===== config.mk =====
export PLATFORM = sky130hd
export DESIGN_NAME = nvc_host
export DESIGN_NICKNAME = d
export VERILOG_FILES = /design/src/nvc_pkg.sv /design/src/nvc_seq_if.sv /design/src/nvc_seq_rom.sv /design/src/nvc_host.sv
export SDC_FILE = /design/constraint.sdc
export NUM_CORES = 1
export LEC_CHECK = 0
export ABC_AREA = 1
export ABC_CLOCK_PERIOD_IN_PS = 2800
export BUFFER_PORTS_ARGS = -buffer_cell sky130_fd_sc_hd__buf_2
export CAP_MARGIN = 20
export CORE_ASPECT_RATIO = 1.1
export CORE_MARGIN = 10
export CORE_UTILIZATION = 45
export CTS_CLUSTER_DIAMETER = 50
export DETAILED_ROUTE_END_ITERATION = 10
export MAX_ROUTING_LAYER = met4
export PLACE_DENSITY = 0.66
export SYNTH_ARGS = -nofsm -noshare
export SYNTH_HDL_FRONTEND = slang
export SYNTH_SLANG_ARGS = --single-unit
export TNS_END_PERCENT = 100

===== constraint.sdc =====
create_clock -name clk -period 2.8 [get_ports clk]
set_clock_uncertainty 0.05 [all_clocks]
set_input_delay 0.56 -clock clk [delete_from_list [all_inputs] [get_ports clk]]
set_output_delay 0.56 -clock clk [all_outputs]
set_load 0.005 [all_outputs]

===== src/nvc_pkg.sv =====
// constants and types shared by the nonvolatile sram host controller
package nvc_pkg;
    localparam int ADDR_W = 17;
    localparam int DATA_W = 8;
    localparam int SEQ_LEN = 6;
    localparam int TIMER_W = 23;
    localparam int CLK_PS = 5000;
    // slowest speed grade: read and write cycle time in ns
    localparam int ACCESS_NS = 45;
    localparam int STROBE_CYC = (ACCESS_NS * 1000 + CLK_PS - 1) / CLK_PS;
    // output disable time after a strobe rises, in ns
    localparam int BUS_RELEASE_NS = 15;
    localparam int RELEASE_CYC = (BUS_RELEASE_NS * 1000 + CLK_PS - 1) / CLK_PS;
    localparam int CYCLE_FINISH_WINDOW_US = 1;
    localparam int FINISH_CYC = CYCLE_FINISH_WINDOW_US * (1000000 / CLK_PS);
    localparam int REQUEST_TO_BUSY_NS = 300;
    localparam int BUSY_CYC = (REQUEST_TO_BUSY_NS * 1000) / CLK_PS;
    localparam int SAVE_DURATION_US = 12500;
    localparam int SAVE_CYC = SAVE_DURATION_US * (1000000 / CLK_PS);
    localparam int RESTORE_DURATION_US = 40;
    localparam int RESTORE_CYC = RESTORE_DURATION_US * (1000000 / CLK_PS);
    localparam int POWERUP_RESTORE_DURATION_US = 20000;
    localparam int POWERUP_CYC = POWERUP_RESTORE_DURATION_US * (1000000 / CLK_PS);
    // command table: five leading addresses, then the four final ones
    localparam int SEQ_ENTRIES = 9;
    localparam logic [3:0] IDX_SAVE = 4'h5;
    localparam logic [3:0] IDX_RESTORE = 4'h6;
    localparam logic [3:0] IDX_AUTO_OFF = 4'h7;
    localparam logic [3:0] IDX_AUTO_ON = 4'h8;
    localparam logic [15:0] SEQ_TABLE [0:SEQ_ENTRIES-1] = '{
        16'h4E38, 16'hB1C7, 16'h83E0, 16'h7C1F, 16'h703F,
        16'h8FC0, 16'h4C63, 16'h8B45, 16'h4B46
    };
    localparam logic [2:0] LAST_STEP = 3'h5;

    typedef enum logic [2:0] {
        OP_READ, OP_WRITE, OP_SAVE, OP_RESTORE, OP_AUTO_OFF, OP_AUTO_ON, OP_HW_SAVE
    } nvc_op_t;
endpackage


===== src/nvc_seq_if.sv =====
// carries the command table index and address between controller and table
`timescale 1ns/100ps
interface nvc_seq_if;
    logic [3:0] idx;
    logic [15:0] addr;
    modport rom (input idx, output addr);
    modport user (output idx, input addr);
endinterface


===== src/nvc_seq_rom.sv =====
// command address table with registered read data
`timescale 1ns/100ps
module nvc_seq_rom (
    input wire logic clk,          // system clock
    nvc_seq_if.rom port            // index in, address out
);
    wire in_range = (port.idx < 4'(nvc_pkg::SEQ_ENTRIES));

    // registered lookup; indices past the table read as zero
    always_ff @(posedge clk) begin
        port.addr <= in_range ? nvc_pkg::SEQ_TABLE[port.idx] : 16'h0000;
    end
endmodule


===== src/nvc_host.sv =====
// host controller driving the pins of a nonvolatile-backed static ram
`timescale 1ns/100ps
module nvc_host #(
    parameter int unsigned SAVE_CYC = nvc_pkg::SAVE_CYC,        // save wait in cycles
    parameter int unsigned RESTORE_CYC = nvc_pkg::RESTORE_CYC,  // restore wait in cycles
    parameter int unsigned POWERUP_CYC = nvc_pkg::POWERUP_CYC   // power-up restore wait
) (
    input wire logic clk,                                   // 200 MHz clock
    input wire logic rst,                                   // synchronous reset, high
    input wire logic req_valid,                             // user request present
    input wire nvc_pkg::nvc_op_t req_op,                    // operation kind
    input wire logic [nvc_pkg::ADDR_W-1:0] req_addr,        // byte address
    input wire logic [nvc_pkg::DATA_W-1:0] req_wdata,       // write data
    output logic req_ready,                                 // request accepted when high
    output logic rsp_valid,                                 // one-cycle completion pulse
    output logic [nvc_pkg::DATA_W-1:0] rsp_rdata,           // read data
    output logic rsp_timeout,                               // busy line never rose
    output logic nv_busy,                                   // device busy seen on line
    output logic chip_pick_n,                               // chip pick, low active
    output logic load_strobe_n,                             // load strobe, low active
    output logic output_drive_n,                            // output drive, low active
    output logic [nvc_pkg::ADDR_W-1:0] address_lines,       // address pins
    output logic [nvc_pkg::DATA_W-1:0] data_lines_o,        // data pins, out
    output logic data_lines_oe,                             // data pins, drive enable
    input wire logic [nvc_pkg::DATA_W-1:0] data_lines_i,    // data pins, in
    output logic hard_save_busy_n_o,                        // busy line out, always low
    output logic hard_save_busy_n_oe,                       // high while pulling low
    input wire logic hard_save_busy_n_i                     // busy line level
);
    if (SAVE_CYC < 1 || SAVE_CYC >= (1 << nvc_pkg::TIMER_W)) begin : g_chk_save
        $error("SAVE_CYC does not fit the timer");
    end
    if (RESTORE_CYC < 1 || RESTORE_CYC >= (1 << nvc_pkg::TIMER_W)) begin : g_chk_rest
        $error("RESTORE_CYC does not fit the timer");
    end
    if (POWERUP_CYC < 1 || POWERUP_CYC >= (1 << nvc_pkg::TIMER_W)) begin : g_chk_pwr
        $error("POWERUP_CYC does not fit the timer");
    end

    typedef enum logic [3:0] {
        ST_POWERUP, ST_IDLE, ST_LOAD, ST_SETUP, ST_STROBE, ST_RECOVER,
        ST_PULL, ST_WAIT_HIGH, ST_NV_WAIT
    } nvc_state_t;

    localparam int TW = nvc_pkg::TIMER_W;

    nvc_state_t state_q, state_d;
    logic [TW-1:0] timer_q, timer_d;
    nvc_pkg::nvc_op_t op_q;
    logic [nvc_pkg::ADDR_W-1:0] addr_q;
    logic [nvc_pkg::DATA_W-1:0] wdata_q;
    logic [2:0] step_q;
    logic cp_n_q, ls_n_q, od_n_q, doe_q, hsb_oe_q, ready_q, rsp_q, tmo_q, busy_q;
    logic [nvc_pkg::ADDR_W-1:0] addr_pins_q;
    logic [nvc_pkg::DATA_W-1:0] rdata_q;

    nvc_seq_if seq_bus ();

    nvc_seq_rom u_rom (
        .clk(clk),
        .port(seq_bus.rom)
    );

    // decode of the request kind and of the table slot for this step
    wire is_seq = (op_q == nvc_pkg::OP_SAVE) || (op_q == nvc_pkg::OP_RESTORE) ||
                  (op_q == nvc_pkg::OP_AUTO_OFF) || (op_q == nvc_pkg::OP_AUTO_ON);
    wire is_write = (op_q == nvc_pkg::OP_WRITE);
    wire last_step = (step_q == nvc_pkg::LAST_STEP);
    wire [3:0] final_idx = (op_q == nvc_pkg::OP_SAVE) ? nvc_pkg::IDX_SAVE :
                           (op_q == nvc_pkg::OP_RESTORE) ? nvc_pkg::IDX_RESTORE :
                           (op_q == nvc_pkg::OP_AUTO_OFF) ? nvc_pkg::IDX_AUTO_OFF :
                           nvc_pkg::IDX_AUTO_ON;
    assign seq_bus.idx = last_step ? final_idx : {1'b0, step_q};
    wire timer_zero = (timer_q == '0);
    wire line_high = hard_save_busy_n_i;
    wire accept = ready_q && req_valid;
    // top bit is don't-care for the device's matcher; drive zero
    wire [nvc_pkg::ADDR_W-1:0] pin_addr = is_seq ? {1'b0, seq_bus.addr} : addr_q;

    // sequencing of one access, one command sequence or one hardware save
    always_comb begin
        state_d = state_q;
        timer_d = timer_zero ? timer_q : timer_q - 1'b1;
        unique case (state_q)
            ST_POWERUP: if (timer_zero) state_d = ST_IDLE;
            ST_IDLE: if (accept) begin
                state_d = (req_op == nvc_pkg::OP_HW_SAVE) ? ST_PULL : ST_LOAD;
                timer_d = TW'(nvc_pkg::FINISH_CYC - 1);
            end
            // a low busy line means a save is running; hold off any access
            ST_LOAD: if (line_high) state_d = ST_SETUP;
            ST_SETUP: begin
                state_d = ST_STROBE;
                timer_d = TW'(nvc_pkg::STROBE_CYC - 1);
            end
            ST_STROBE: if (timer_zero) begin
                state_d = ST_RECOVER;
                timer_d = TW'(nvc_pkg::RELEASE_CYC - 1);
            end
            ST_RECOVER: if (timer_zero) begin
                if (is_seq && !last_step) begin
                    state_d = ST_LOAD;
                end else if (op_q == nvc_pkg::OP_SAVE) begin
                    state_d = ST_NV_WAIT;
                    timer_d = TW'(SAVE_CYC - 1);
                end else if (op_q == nvc_pkg::OP_RESTORE) begin
                    state_d = ST_NV_WAIT;
                    timer_d = TW'(RESTORE_CYC - 1);
                end else begin
                    state_d = ST_IDLE;
                end
            end
            ST_PULL: if (timer_zero) begin
                state_d = ST_WAIT_HIGH;
                timer_d = TW'(SAVE_CYC - 1);
            end
            ST_NV_WAIT: if (timer_zero) begin
                state_d = ST_WAIT_HIGH;
                timer_d = TW'(SAVE_CYC - 1);
            end
            ST_WAIT_HIGH: if (line_high || timer_zero) state_d = ST_IDLE;
            default: state_d = ST_IDLE;
        endcase
    end

    // state, timer and request capture
    always_ff @(posedge clk) begin
        if (rst) begin
            state_q <= ST_POWERUP;
            timer_q <= TW'(POWERUP_CYC - 1);
            op_q <= nvc_pkg::OP_READ;
            addr_q <= '0;
            wdata_q <= '0;
        end else begin
            state_q <= state_d;
            timer_q <= timer_d;
            if (accept) begin
                op_q <= req_op;
                addr_q <= req_addr;
                wdata_q <= req_wdata;
            end
        end
    end

    // step counter: reset at acceptance so every sequence starts at slot zero
    always_ff @(posedge clk) begin
        if (rst || accept) begin
            step_q <= 3'h0;
        end else if (state_q == ST_RECOVER && timer_zero && is_seq && !last_step) begin
            step_q <= step_q + 3'h1;
        end
    end

    // pin strobes; command reads never lower load strobe
    wire in_strobe = (state_d == ST_STROBE);
    always_ff @(posedge clk) begin
        if (rst) begin
            cp_n_q <= 1'b1;
            ls_n_q <= 1'b1;
            od_n_q <= 1'b1;
        end else begin
            cp_n_q <= !in_strobe;
            ls_n_q <= !(in_strobe && is_write);
            od_n_q <= !(in_strobe && !is_write);
        end
    end

    // address and data pins; address set at setup and held to cycle end
    always_ff @(posedge clk) begin
        if (rst) begin
            addr_pins_q <= '0;
            doe_q <= 1'b0;
        end else begin
            // table data trail their index by a cycle, so the pins load again
            // as setup ends; a plain access simply loads the same address twice
            if (state_d == ST_SETUP || state_q == ST_SETUP) addr_pins_q <= pin_addr;
            // data held through recovery to cover the write hold time
            doe_q <= is_write && (state_d == ST_SETUP || state_d == ST_STROBE ||
                                  state_d == ST_RECOVER);
        end
    end

    // read capture, busy pull and user handshake
    always_ff @(posedge clk) begin
        if (rst) begin
            rdata_q <= '0;
            hsb_oe_q <= 1'b0;
            ready_q <= 1'b0;
            rsp_q <= 1'b0;
            tmo_q <= 1'b0;
            busy_q <= 1'b0;
        end else begin
            if (state_q == ST_STROBE && timer_zero && op_q == nvc_pkg::OP_READ) begin
                rdata_q <= data_lines_i;
            end
            hsb_oe_q <= (state_d == ST_PULL);
            ready_q <= (state_d == ST_IDLE) && !accept;
            rsp_q <= (state_q != ST_IDLE) && (state_q != ST_POWERUP) && (state_d == ST_IDLE);
            if (state_q == ST_WAIT_HIGH && state_d == ST_IDLE) tmo_q <= !line_high;
            else if (accept) tmo_q <= 1'b0;
            busy_q <= !line_high;
        end
    end

    assign req_ready = ready_q;
    assign rsp_valid = rsp_q;
    assign rsp_rdata = rdata_q;
    assign rsp_timeout = tmo_q;
    assign nv_busy = busy_q;
    assign chip_pick_n = cp_n_q;
    assign load_strobe_n = ls_n_q;
    assign output_drive_n = od_n_q;
    assign address_lines = addr_pins_q;
    assign data_lines_o = wdata_q;
    assign data_lines_oe = doe_q;
    assign hard_save_busy_n_o = 1'b0;
    assign hard_save_busy_n_oe = hsb_oe_q;
endmodule


==> flow_summary.html <==
<table>
<tr><th>Metric</th><th>Value</th></tr>
<tr><th colspan="2">Worst setup path</th></tr>
<tr><td>Worst setup EP type</td><td>flop</td></tr>
<tr><td>Crit-path max cell delay</td><td>460 ps</td></tr>
<tr><td>Worst path buffer plus inverter count</td><td>3</td></tr>
<tr><td>Critical Path Source Type</td><td>flop</td></tr>
<tr><td>Critical path arrival</td><td>2650 ps</td></tr>
<tr><td>Critical path start-end classification</td><td>reg2reg</td></tr>
<tr><td>Biggest fanout along the worst timing path</td><td>20</td></tr>
<tr><td>Kind of cell with the highest combined delay on the critical path</td><td>simple AND/OR/NAND/NOR gates</td></tr>
<tr><td>Slowest CP cell</td><td>sky130_fd_sc_hd__dfxtp_1</td></tr>
<tr><td>Cells along the critical path</td><td>inv_2 -&gt; nand2_2 -&gt; nor2_1 -&gt; o22ai_1 -&gt; inv_1 -&gt; ha_1 -&gt; inv_1 -&gt; o21ai_0 -&gt; nor2_1 -&gt; nor2_1</td></tr>
<tr><td>Most prevalent standard cell on the critical path</td><td>sky130_fd_sc_hd__nor2_1</td></tr>
<tr><td>CP Data Required Time</td><td>3040 ps</td></tr>
<tr><td>Minimum setup slack among reg-to-reg paths</td><td>380 ps</td></tr>
<tr><th colspan="2">Power and ir drop</th></tr>
<tr><td>Pwr Density</td><td>564.4 nW/µm²</td></tr>
<tr><td>Switching fraction of total power</td><td>roughly a quarter</td></tr>
<tr><td>Part of the power in combinational logic</td><td>between 10% and 20%</td></tr>
<tr><td>Fraction of power consumed by the clock network</td><td>approximately two fifths</td></tr>
<tr><td>Sequential share of power</td><td>48.6%</td></tr>
<tr><td>Static leakage power</td><td>around 2.7 nW</td></tr>
<tr><td>Switching power total</td><td>0.0008672 W</td></tr>
<tr><td>Peak supply drop</td><td>0.0003960 V</td></tr>
<tr><td>Design internal power</td><td>roughly 0.0025 W</td></tr>
<tr><th colspan="2">Yosys</th></tr>
<tr><td>Most common cell in the netlist</td><td>sky130_fd_sc_hd__nor2_1</td></tr>
<tr><td>EDFF count, synth</td><td>0</td></tr>
<tr><td>Proportion of register bits with asynchronous set or reset after synthesis</td><td>0%</td></tr>
<tr><td>Post-synth net total</td><td>about 750</td></tr>
<tr><td>Netlist area before placement</td><td>around 5100 µm²</td></tr>
<tr><td>Synthesis-stage register bit count</td><td>106</td></tr>
<tr><td>Count of synthesis-stage warnings from yosys</td><td>0</td></tr>
<tr><td>Share of the synthesized area in the top cell type</td><td>42.01%</td></tr>
<tr><td>Flip-flop cell with the highest count after synthesis</td><td>sky130_fd_sc_hd__dfxtp_1</td></tr>
<tr><td>Main area contributors after synthesis</td><td>sky130_fd_sc_hd__dfxtp_1 42%, sky130_fd_sc_hd__nor2_1 9.2%, sky130_fd_sc_hd__nand2_1 7.0%</td></tr>
<tr><td>Post-synthesis sequential area ratio</td><td>42.01%</td></tr>
<tr><td>Cell type contributing the most total cell area after synthesis</td><td>sky130_fd_sc_hd__dfxtp_1</td></tr>
<tr><td>Synth cell types</td><td>39</td></tr>
<tr><td>Gate Count Post-Synth</td><td>696</td></tr>
<tr><td>Most frequent cells after synthesis</td><td>124 x sky130_fd_sc_hd__nor2_1, 106 x sky130_fd_sc_hd__dfxtp_1, 94 x sky130_fd_sc_hd__nand2_1, 78 x sky130_fd_sc_hd__inv_1, 59 x sky130_fd_sc_hd__o21ai_0</td></tr>
<tr><td>Syn Area/Cell</td><td>7.257 µm²</td></tr>
<tr><th colspan="2">Die</th></tr>
<tr><td>Initial core utilization</td><td>46.08%</td></tr>
<tr><td>Die Outline Area</td><td>15870 µm²</td></tr>
<tr><td>Die width</td><td>121.0 µm</td></tr>
<tr><td>Die Height</td><td>131.1 µm</td></tr>
<tr><td>Number of top-level pins</td><td>83</td></tr>
<tr><td>Std cell rows</td><td>40</td></tr>
<tr><td>Floorplan Core Area</td><td>10960 µm²</td></tr>
<tr><th colspan="2">Job</th></tr>
<tr><td>Max Cap Viol</td><td>0</td></tr>
<tr><th colspan="2">Detailed routing</th></tr>
<tr><td>Starting DRT DRC Count</td><td>272</td></tr>
<tr><td>Drt drc</td><td>0</td></tr>
<tr><td>DRT Wirelength</td><td>about 14 mm</td></tr>
<tr><td>Via density per instance</td><td>5.218</td></tr>
<tr><td>Number of vias after detailed routing</td><td>between 4000 and 5000</td></tr>
<tr><td>Routed length per instance</td><td>14.68 µm</td></tr>
<tr><td>Total iterations of the first detailed-routing run</td><td>5</td></tr>
<tr><td>Number of nets with antenna violations after routing</td><td>0</td></tr>
<tr><th colspan="2">STA</th></tr>
<tr><td>Final cycle utilization of the critical path</td><td>86.31%</td></tr>
<tr><td>Relative max-transition margin</td><td>51.34%</td></tr>
<tr><td>Max-slew violation count</td><td>0</td></tr>
<tr><td>Peak clock frequency supported by timing</td><td>0.4138 GHz</td></tr>
<tr><td>Slew @ Worst Pin</td><td>722.3 ps</td></tr>
<tr><td>Shortest period the worst path allows</td><td>around 2400 ps</td></tr>
<tr><td>RSZ-0062 raised after global routing</td><td>no</td></tr>
<tr><td>Final hold violations</td><td>0</td></tr>
<tr><td>Setup TNS</td><td>0 ps</td></tr>
<tr><td>Final setup violation count</td><td>0</td></tr>
<tr><th colspan="2">Placement</th></tr>
<tr><td>Dpl hpwl</td><td>10.24 mm</td></tr>
<tr><td>IO buf count</td><td>81</td></tr>
<tr><td>Global placement routability congestion</td><td>between 0.9 and 1</td></tr>
<tr><th colspan="2">CTS</th></tr>
<tr><td>Total clock sinks</td><td>between 100 and 150</td></tr>
<tr><td>Longest Clk Path Bufs</td><td>2</td></tr>
<tr><td>Number of hold-repair buffers added at the cts stage</td><td>0</td></tr>
<tr><td>Total clock buffers created by CTS</td><td>9</td></tr>
<tr><td>Clock tree from TritonCTS</td><td>done</td></tr>
<tr><td>Number of setup buffers added after CTS</td><td>0</td></tr>
<tr><td>Number of H-tree levels</td><td>3</td></tr>
<tr><td>Gates resized, CTS repair</td><td>0</td></tr>
<tr><td>Skew-Pair Late Insertion Delay</td><td>360 ps</td></tr>
<tr><td>Clock input transition at the sequential cells of the worst setup and hold paths</td><td>70 ps</td></tr>
<tr><td>Cell at the root of the clock tree</td><td>sky130_fd_sc_hd__clkbuf_16</td></tr>
<tr><th colspan="2">Global route</th></tr>
<tr><td>Global-route usage over all layers</td><td>17.66%</td></tr>
<tr><td>Largest net degree at the start of global routing</td><td>40</td></tr>
<tr><td>First-pass GRT wire length</td><td>22.63 mm</td></tr>
<tr><td>Grt ovf</td><td>0</td></tr>
<tr><td>Busiest metal layer after global routing</td><td>met2</td></tr>
<tr><td>Number of antenna violations at the first check in global routing</td><td>0</td></tr>
<tr><td>Met2 track utilization from global routing</td><td>29.95%</td></tr>
<tr><td>Via count of the first global-routing pass</td><td>roughly 4800</td></tr>
<tr><td>Global routing met3 resource utilization</td><td>3.642%</td></tr>
<tr><td>Global-route met1 utilization</td><td>19.80%</td></tr>
<tr><th colspan="2">Worst hold path</th></tr>
<tr><td>Class of the most critical hold timing path</td><td>in2reg</td></tr>
<tr><th colspan="2">Finish</th></tr>
<tr><td>Area occupied by multi-input gates</td><td>2475 µm²</td></tr>
<tr><td>Antenna diodes</td><td>0</td></tr>
<tr><td>Synthesis-to-layout area growth</td><td>16.47%</td></tr>
<tr><td>Ratio of cells with drive above 1 in the final layout</td><td>19.90%</td></tr>
<tr><td>Final core utilization</td><td>53.68%</td></tr>
<tr><td>Register area</td><td>2122 µm²</td></tr>
<tr><td>Final #Nets</td><td>819</td></tr>
<tr><td>Number of fillers in the final layout</td><td>1044</td></tr>
<tr><th colspan="2">Outcome</th></tr>
<tr><td>Status</td><td>complete, no violations</td></tr>
</table>
per-layer routing:
| metal | up-vias | wire (µm) |
|---|---|---|
| met3 | 21 | 553 |
| met5 | - | 0 |
| met4 | 0 | 265 |
| met1 | 2242 | 5599 |
| li1 | 2419 | - |
| met2 | 124 | 7099 |
registers in the layout, indices dropped and copies added (netlist names):
register	count
data_lines_oe	1
chip_pick_n	1
data_lines_o	8
state_q	4
rsp_valid	1
req_ready	1
op_q	3
u_rom.port.addr	14
timer_q	23
step_q	3
nv_busy	1
load_strobe_n	1
addr_q	17
output_drive_n	1
rsp_rdata	8
address_lines	17
hard_save_busy_n_oe	1
rsp_timeout	1
kinds of logic (layout without fill, tap and decap cells):
logic type | after synthesis | count (layout) | share of synthesized area, %
and+or+nand+nor | 327 | 327 | 29.68
AOI/OAI and AO/OA | 125 | 125 | 14.34
buffers and inverters | 113 | 191 | 8.992
DFF | 106 | 106 | 42.01
xor gates and xnor gates | 14 | 14 | 2.428
adders and majority gates | 10 | 10 | 2.477
other | 1 | 1 | 0.07424
layout by cell type, fill, tap and decap left out, types with 2 or more instances in the layout:
cell type and count:
sky130_fd_sc_hd__nand3_1 48, sky130_fd_sc_hd__clkbuf_16 9, sky130_fd_sc_hd__a21oi_1 18, sky130_fd_sc_hd__o2111ai_1 3
sky130_fd_sc_hd__nand2_2 10, sky130_fd_sc_hd__nor3_2 4, sky130_fd_sc_hd__nand3_2 2, sky130_fd_sc_hd__nor3_1 13
sky130_fd_sc_hd__inv_2 9, sky130_fd_sc_hd__ha_1 10, sky130_fd_sc_hd__a31oi_1 18, sky130_fd_sc_hd__inv_6 4
sky130_fd_sc_hd__o221ai_1 2, sky130_fd_sc_hd__o21ai_0 59, sky130_fd_sc_hd__o21ai_1 8, sky130_fd_sc_hd__o22ai_1 2
sky130_fd_sc_hd__clkbuf_8 2, sky130_fd_sc_hd__nor2_1 124, sky130_fd_sc_hd__buf_2 81, sky130_fd_sc_hd__nor2_4 3
sky130_fd_sc_hd__nand4_1 7, sky130_fd_sc_hd__or2_2 2, sky130_fd_sc_hd__a211oi_2 3, sky130_fd_sc_hd__a211oi_1 10
sky130_fd_sc_hd__nand2_1 94, sky130_fd_sc_hd__xor2_1 12, sky130_fd_sc_hd__buf_4 7, sky130_fd_sc_hd__xnor2_1 2
sky130_fd_sc_hd__inv_1 78, sky130_fd_sc_hd__nand2_4 2, sky130_fd_sc_hd__dfxtp_1 106, sky130_fd_sc_hd__nor2_2 13
power by group through the flow:
stage	clock [W]	combinational, W	sequential (W)
6_report	0.00134	0.000361	0.00162
5_1_grt	0.00143	0.000414	0.00162
4_1_cts	0.00137	0.000362	0.00161
3_5_place_dp	0	0.000360	0.00165
2_1_floorplan	0	0.000253	0.00164
3_3_place_gp	0	0.000350	0.00165
stage by stage:
stage	instances	hold slack (ps)	cell area (µm²)	power, W	worst slack (ps)
after floorplan	696	374.6	5051	0.001894	854.4
after global placement	905	407.0	5565	0.001998	581.4
after detailed placement	905	412.1	5565	0.002009	432.2
after CTS	921	376.5	5883	0.003343	393.9
after global routing	921	401.2	5883	0.003466	187.0
final	921	381.1	5883	0.003321	383.3
cell type report:
| cell class | count | area share [%] |
|---|---|---|
| multi-input cells | 477 | 42.07 |
| inverters | 87 | 5.551 |
| well taps | 147 | 3.126 |
| clock buffers | 11 | 4.296 |
| repair buffers | 88 | 7.784 |
| clock inverters | 5 | 1.106 |
| flip-flops and latches | 106 | 36.07 |
worst paths after layout:
kind	start	end	cells past startpoint
max reg2reg	op_q[2]$_SDFFE_PP0P_	u_rom.port.addr[14]$_SDFF_PP0_	10
min	hard_save_busy_n_i	nv_busy$_SDFF_PP0_	2
min reg2reg	u_rom.port.addr[2]$_SDFF_PP0_	address_lines[2]$_SDFFE_PP0P_	2
max	op_q[2]$_SDFFE_PP0P_	u_rom.port.addr[14]$_SDFF_PP0_	10
(Power assumes the default switching activity.)
